## config.mk

```make
export PLATFORM = sky130hd
export DESIGN_NAME = rxpam_match
export DESIGN_NICKNAME = d
export VERILOG_FILES = /design/src/common/rxpam_pkg.sv /design/src/core/rxpam_match.sv
export SDC_FILE = /design/constraint.sdc
export NUM_CORES = 1
export LEC_CHECK = 0
export BUFFER_PORTS_ARGS = -buffer_cell sky130_fd_sc_hd__buf_2
export CAP_MARGIN = 40
export CORE_ASPECT_RATIO = 1.2
export CORE_UTILIZATION = 38
export DETAILED_ROUTE_END_ITERATION = 7
export PLACE_DENSITY = 0.78
export SLEW_MARGIN = 5
export SYNTH_ARGS = -nofsm -noshare
export SYNTH_HDL_FRONTEND = slang
export SYNTH_SLANG_ARGS = --single-unit
```

## constraint.sdc

```tcl
create_clock -name clk -period 1.15 [get_ports clk]
set_clock_uncertainty 0.05 [all_clocks]
set_input_delay 0.0575 -clock clk [delete_from_list [all_inputs] [get_ports clk]]
set_output_delay 0.0575 -clock clk [all_outputs]
set_load 0.02 [all_outputs]
```

## src/common/rxpam_pkg.sv

```systemverilog
package rxpam_pkg;

    // ****************************************************************
    // register offsets
    // ****************************************************************
    localparam logic [15:0] RXPAM_OFS_PKT_CTRL0 = 16'h0502;
    localparam logic [15:0] RXPAM_OFS_CELL_ADDR = 16'h0513;
    localparam logic [15:0] RXPAM_OFS_CELL_NUM = 16'h0517;

    // ****************************************************************
    // field layout
    // ****************************************************************
    localparam int RXPAM_SEL_W = 5;
    localparam int RXPAM_SEL_LSB = 0;
    localparam int RXPAM_CHAN_W = 2;
    localparam int RXPAM_CHAN_LSB = 0;
    localparam int RXPAM_FILL_W = 5;
    localparam int RXPAM_REG_W = 8;

    // ****************************************************************
    // reset, empty-fill and default channel values
    // ****************************************************************
    localparam logic [4:0] RXPAM_SEL_RESET = 5'h00;
    localparam logic [4:0] RXPAM_FILL_EMPTY = 5'h00;
    localparam logic [1:0] RXPAM_CHAN_DEFAULT = 2'h0;

    // ****************************************************************
    // operating modes of the receive interface
    // ****************************************************************
    typedef enum logic [1:0] {
        RXPAM_MODE_CELL = 2'h0,
        RXPAM_MODE_PKT = 2'h1,
        RXPAM_MODE_CLEAR = 2'h2,
        RXPAM_MODE_HDLC = 2'h3
    } rxpam_mode_t;

endpackage : rxpam_pkg

```

## src/core/rxpam_match.sv

```systemverilog
// Function
// - sample cell address on each cell clock rise
// - compare cell address with configured port identity
// - match and enable drive cell available from fill
// - cell address mismatch keeps cell available floating
// - cell address used only in multi-port setups
// - sample packet address on each packet clock rise
// - compare packet address with control byte zero
// - match and enable drive packet available from fill
// - packet address mismatch keeps packet available floating
module rxpam_match
    import rxpam_pkg::*;
#(
    parameter logic [1:0] CHANNEL_INDEX = RXPAM_CHAN_DEFAULT
) (
    input wire logic clk,
    input wire logic rst,
    input wire logic [1:0] link_mode,
    input wire logic multi_port,
    input wire logic [7:0] rx_packet_control_byte0,
    input wire logic [7:0] rx_cell_port_address,
    input wire logic [7:0] rx_cell_port_number,
    input wire logic [4:0] receive_buffer_fill,
    input wire logic cell_rx_clock,
    input wire logic pkt_rx_clock,
    input wire logic [4:0] rx_port_select_pins,
    input wire logic cell_rx_enable_n,
    input wire logic pkt_rx_enable_n,
    output logic cell_available,
    output logic cell_available_oe,
    output logic pkt_available,
    output logic pkt_available_oe
);

    // ****************************************************************
    // state
    // ****************************************************************
    typedef struct packed {
        logic cclk_s1;
        logic cclk_s2;
        logic cclk_d;
        logic pclk_s1;
        logic pclk_s2;
        logic pclk_d;
        logic [4:0] sel_s1;
        logic [4:0] sel_s2;
        logic cen_n_s1;
        logic cen_n_s2;
        logic pen_n_s1;
        logic pen_n_s2;
        logic cell_oe;
        logic cell_val;
        logic pkt_oe;
        logic pkt_val;
    } rxpam_state_t;

    localparam rxpam_state_t RXPAM_STATE_RESET = '{
        cclk_s1: 1'b0,
        cclk_s2: 1'b0,
        cclk_d: 1'b0,
        pclk_s1: 1'b0,
        pclk_s2: 1'b0,
        pclk_d: 1'b0,
        sel_s1: RXPAM_SEL_RESET,
        sel_s2: RXPAM_SEL_RESET,
        cen_n_s1: 1'b1,
        cen_n_s2: 1'b1,
        pen_n_s1: 1'b1,
        pen_n_s2: 1'b1,
        cell_oe: 1'b0,
        cell_val: 1'b0,
        pkt_oe: 1'b0,
        pkt_val: 1'b0
    };

    rxpam_state_t q;
    rxpam_state_t next_q;

    // ****************************************************************
    // decoding
    // ****************************************************************
    function automatic logic sel_match(
        input logic [4:0] sampled,
        input logic [4:0] identity
    );
        sel_match = (sampled == identity);
    endfunction : sel_match

    function automatic logic has_data(input logic [4:0] fill);
        has_data = (fill != RXPAM_FILL_EMPTY);
    endfunction : has_data

    logic cell_edge;
    logic pkt_edge;
    logic cell_mode;
    logic pkt_mode;
    logic cell_hit;
    logic pkt_hit;
    logic [4:0] cell_identity;
    logic [4:0] pkt_identity;
    logic chan_ok;

    assign cell_edge = q.cclk_s2 && !q.cclk_d;
    assign pkt_edge = q.pclk_s2 && !q.pclk_d;
    assign cell_mode = (link_mode == RXPAM_MODE_CELL);
    assign pkt_mode = (link_mode == RXPAM_MODE_PKT);
    assign cell_identity =
        rx_cell_port_address[RXPAM_SEL_LSB +: RXPAM_SEL_W];
    assign pkt_identity =
        rx_packet_control_byte0[RXPAM_SEL_LSB +: RXPAM_SEL_W];
    assign chan_ok = (rx_cell_port_number[RXPAM_CHAN_LSB +: RXPAM_CHAN_W]
        == CHANNEL_INDEX);
    // single-port setups ignore the pins for cell polls only and always hit
    assign cell_hit = !multi_port ||
        (sel_match(q.sel_s2, cell_identity) && chan_ok);
    assign pkt_hit = sel_match(q.sel_s2, pkt_identity);

    // ****************************************************************
    // next state
    // ****************************************************************
    always_comb begin
        next_q = q;
        next_q.cclk_s1 = cell_rx_clock;
        next_q.cclk_s2 = q.cclk_s1;
        next_q.cclk_d = q.cclk_s2;
        next_q.pclk_s1 = pkt_rx_clock;
        next_q.pclk_s2 = q.pclk_s1;
        next_q.pclk_d = q.pclk_s2;
        next_q.sel_s1 = rx_port_select_pins;
        next_q.sel_s2 = q.sel_s1;
        next_q.cen_n_s1 = cell_rx_enable_n;
        next_q.cen_n_s2 = q.cen_n_s1;
        next_q.pen_n_s1 = pkt_rx_enable_n;
        next_q.pen_n_s2 = q.pen_n_s1;
        if (!cell_mode) begin
            next_q.cell_oe = 1'b0;
        end else if (cell_edge) begin
            if (!cell_hit) begin
                next_q.cell_oe = 1'b0;
            end else if (!q.cen_n_s2) begin
                next_q.cell_oe = 1'b1;
                next_q.cell_val = has_data(receive_buffer_fill);
            end
        end
        if (!pkt_mode) begin
            next_q.pkt_oe = 1'b0;
        end else if (pkt_edge) begin
            if (!pkt_hit) begin
                next_q.pkt_oe = 1'b0;
            end else if (!q.pen_n_s2) begin
                next_q.pkt_oe = 1'b1;
                next_q.pkt_val = has_data(receive_buffer_fill);
            end
        end
    end

    always_ff @(posedge clk) begin
        if (rst) begin
            q <= RXPAM_STATE_RESET;
        end else begin
            q <= next_q;
        end
    end

    // ****************************************************************
    // outputs
    // ****************************************************************
    assign cell_available = q.cell_val;
    assign cell_available_oe = q.cell_oe;
    assign pkt_available = q.pkt_val;
    assign pkt_available_oe = q.pkt_oe;
endmodule : rxpam_match

```

==> metrics <==
largest net degree at the start of global routing=26; FF+latch count, synth=24; violated checks=negative setup slack; Cells after DPL=149; Hold Crit Class=in -> reg; Pre-antenna DRT Iters=2; starting density of the core=41.6%; clock latency on the worst-skew pair=300 ps; Routed WL=1800 µm; clk sink count=24; Synth cell types=25; H-tree depth=1; final worst-path cycle share=106%; Buffers on Ports=34; Die Area=2520 µm²; cell area after synthesis=881 µm²; RSZ-0062 raised after global routing=yes; commonest non-fill, non-tap cell in the layout=buf_2; GPL Wtd Cong=0.736; VDD IR max=1020 µV; Die Ht=54.7 µm; layout cells sized above 1=41.8%; die width=46.0 µm; Crit path arrival time=1410 ps; Lkg Pwr=0.542 nW; Worst EP required=1340 ps; clock slew at reported path FFs=120 ps; ANT nets after route=0; CP endpoint kind=flip-flop; HPWL Detailed=1220 µm; Final setup viols=4; DRC viols=0; grt total ovfl=0; Post-Syn Nets=127; endpoints failing hold=0; CTS root buffer=clkbuf_4; register area share after synthesis=54.5%; post-synthesis cell count=84; Worst setup SP type=flip-flop; area of the core=2120 µm²; fin worst setup slack=-72.0 ps; first-pass GRT wire length=2950 µm; CP Class=reg -> reg; number of global-route vias before repair=744; Num CTS Buffers=3; Area Growth Syn to Fin=46.9%; initial antenna violation count=0; status=finished with violations; Final Max Slew Viols=0; Overall Global Routing Usage=17.1%; worst-margin pin slew=380 ps; CTS tree=built; non-filler instance count after layout=164; Max stage delay on crit path=350 ps; clk buf depth=2; DP Worst Slack=-87.4 ps; pwr/cell area=1090 nW/µm²; 1st-iter DRT viols=5; Syn. warnings=0; critical path, cell by cell=buf_4, xnor2_2, nand4_1, o22ai_2, mux2i_1; Vias/cell=4.59; Max-slew headroom=74.7%; crit path time final=1220 ps; num rows=18; n_diodes=0; layout net count=179; crit path max-delay cell type=dfxtp_2; syn_area_per_cell=10.5 µm²; Fmax=0.818 GHz; most frequent cells in the layout=34 x buf_2, 21 x dfxtp_1, 16 x nor2b_1; maxcap violations=0; vias=753; Max FO, Critical Path=2; average wire per cell in the routed design=11.0 µm; I/O Pins=47
-- routing by layer --
metal  GRT usage (%)  up-vias  part of all wire (%)
li1                -      378                     -
met1            14.0      345                    36
met2            37.8       28                    59
met3            3.96        2                   4.7
met4            4.41        0                  0.45
met5               0        -                     0
-- synthesized netlist by cell type --
master / instances / area [µm²]
a31oi_1: 2 / 12.5
clkbuf_1: 2 / 7.51
dfxtp_1: 24 / 480
inv_1: 2 / 7.51
mux2i_1: 2 / 20.0
nand2_1: 2 / 7.51
nand2b_1: 2 / 12.5
nand3_1: 1 / 5.00
nand3b_1: 1 / 7.51
nand4_1: 2 / 12.5
nor2_1: 3 / 11.3
nor2b_1: 16 / 100
nor3_1: 1 / 5.00
nor3b_2: 2 / 25.0
nor4_1: 1 / 6.26
o211ai_1: 1 / 7.51
o21a_1: 1 / 7.51
o21ai_0: 1 / 5.00
o21bai_1: 1 / 7.51
o22ai_1: 1 / 6.26
or2_2: 4 / 25.0
or3_1: 1 / 6.26
or4_1: 1 / 7.51
xnor2_1: 8 / 70.1
xor2_1: 2 / 17.5
-- critical path: cells and delay by family, from the launching register on --
kind | cells | cell delay, ps
buffers and inverters | 1 | 130
DFF | 1 | 350
muxes | 1 | 190
xor gates and xnor gates | 1 | 140
AOI/OAI and AO/OA | 1 | 170
and+or+nand+nor | 1 | 130
-- stage by stage --
| stage | power, mW | util [%] | hold slack, ps | instance area [µm²] | TNS (ps) |
|---|---|---|---|---|---|
| after floorplan | 0.963 | - | 111 | 881 | 0 |
| final | 1.41 | 61.1 | 7.23 | 1290 | -145 |
| after CTS | 1.41 | 61.1 | 12.7 | 1290 | -130 |
| after global placement | 1.03 | 52.1 | 191 | 1100 | -46.7 |
| after detailed placement | 1.04 | 52.1 | 198 | 1100 | -167 |
| after global routing | 1.48 | 61.1 | 32.4 | 1290 | -453 |
-- worst paths after layout --
kind / startpoint / slack (ps) / endpoint / depth (start not counted)
max: q[12] / -70 / cell_available / 5
min: link_mode[1] / 7 / cell_available_oe / 4
max reg2reg: q[12] / -70 / cell_available / 5
min reg2reg: next_q[4] / 370 / q[4] / 1
-- flip-flops by register name, indices dropped and copies added (netlist names) --
| signal | count |
|---|---|
| cell_available_oe | 1 |
| q | 9 |
| pkt_available | 1 |
| cell_available | 1 |
| next_q | 11 |
| pkt_available_oe | 1 |
-- what timing repair did --
action	in CTS	in global routing
hold endpoints to repair	10	0
pin swaps	9	3
gates resized for setup	11	0
setup endpoints to repair	4	4
hold buffers	10	0
setup buffers	2	0
-- cell families after synthesis --
| logic type | count (synthesis) | synth area share, % |
|---|---|---|
| simple gates | 37 | 26.3 |
| flops | 24 | 54.5 |
| xor+xnor | 10 | 9.94 |
| compound gates | 7 | 5.26 |
| buf+inv | 4 | 1.71 |
| mux | 2 | 2.27 |
-- layout make-up --
type	instances	area, µm²
Multi-Input combinational cell	56	427
Clock buffer	3	22.5
Tap cell	30	37.5
Fill cell	211	823
Inverter	2	7.51
Timing Repair Buffer	49	315
Sequential cell	24	484
-- power by group --
part | total (mW) | internal, mW | switching (mW) | leakage (nW)
Combinational | 0.187 | 0.118 | 0.0693 | 0.329
Sequential | 0.878 | 0.863 | 0.0145 | 0.199
Clock | 0.345 | 0.122 | 0.223 | 0.0138
No activity file was read; power rests on OpenSTA's default activity.
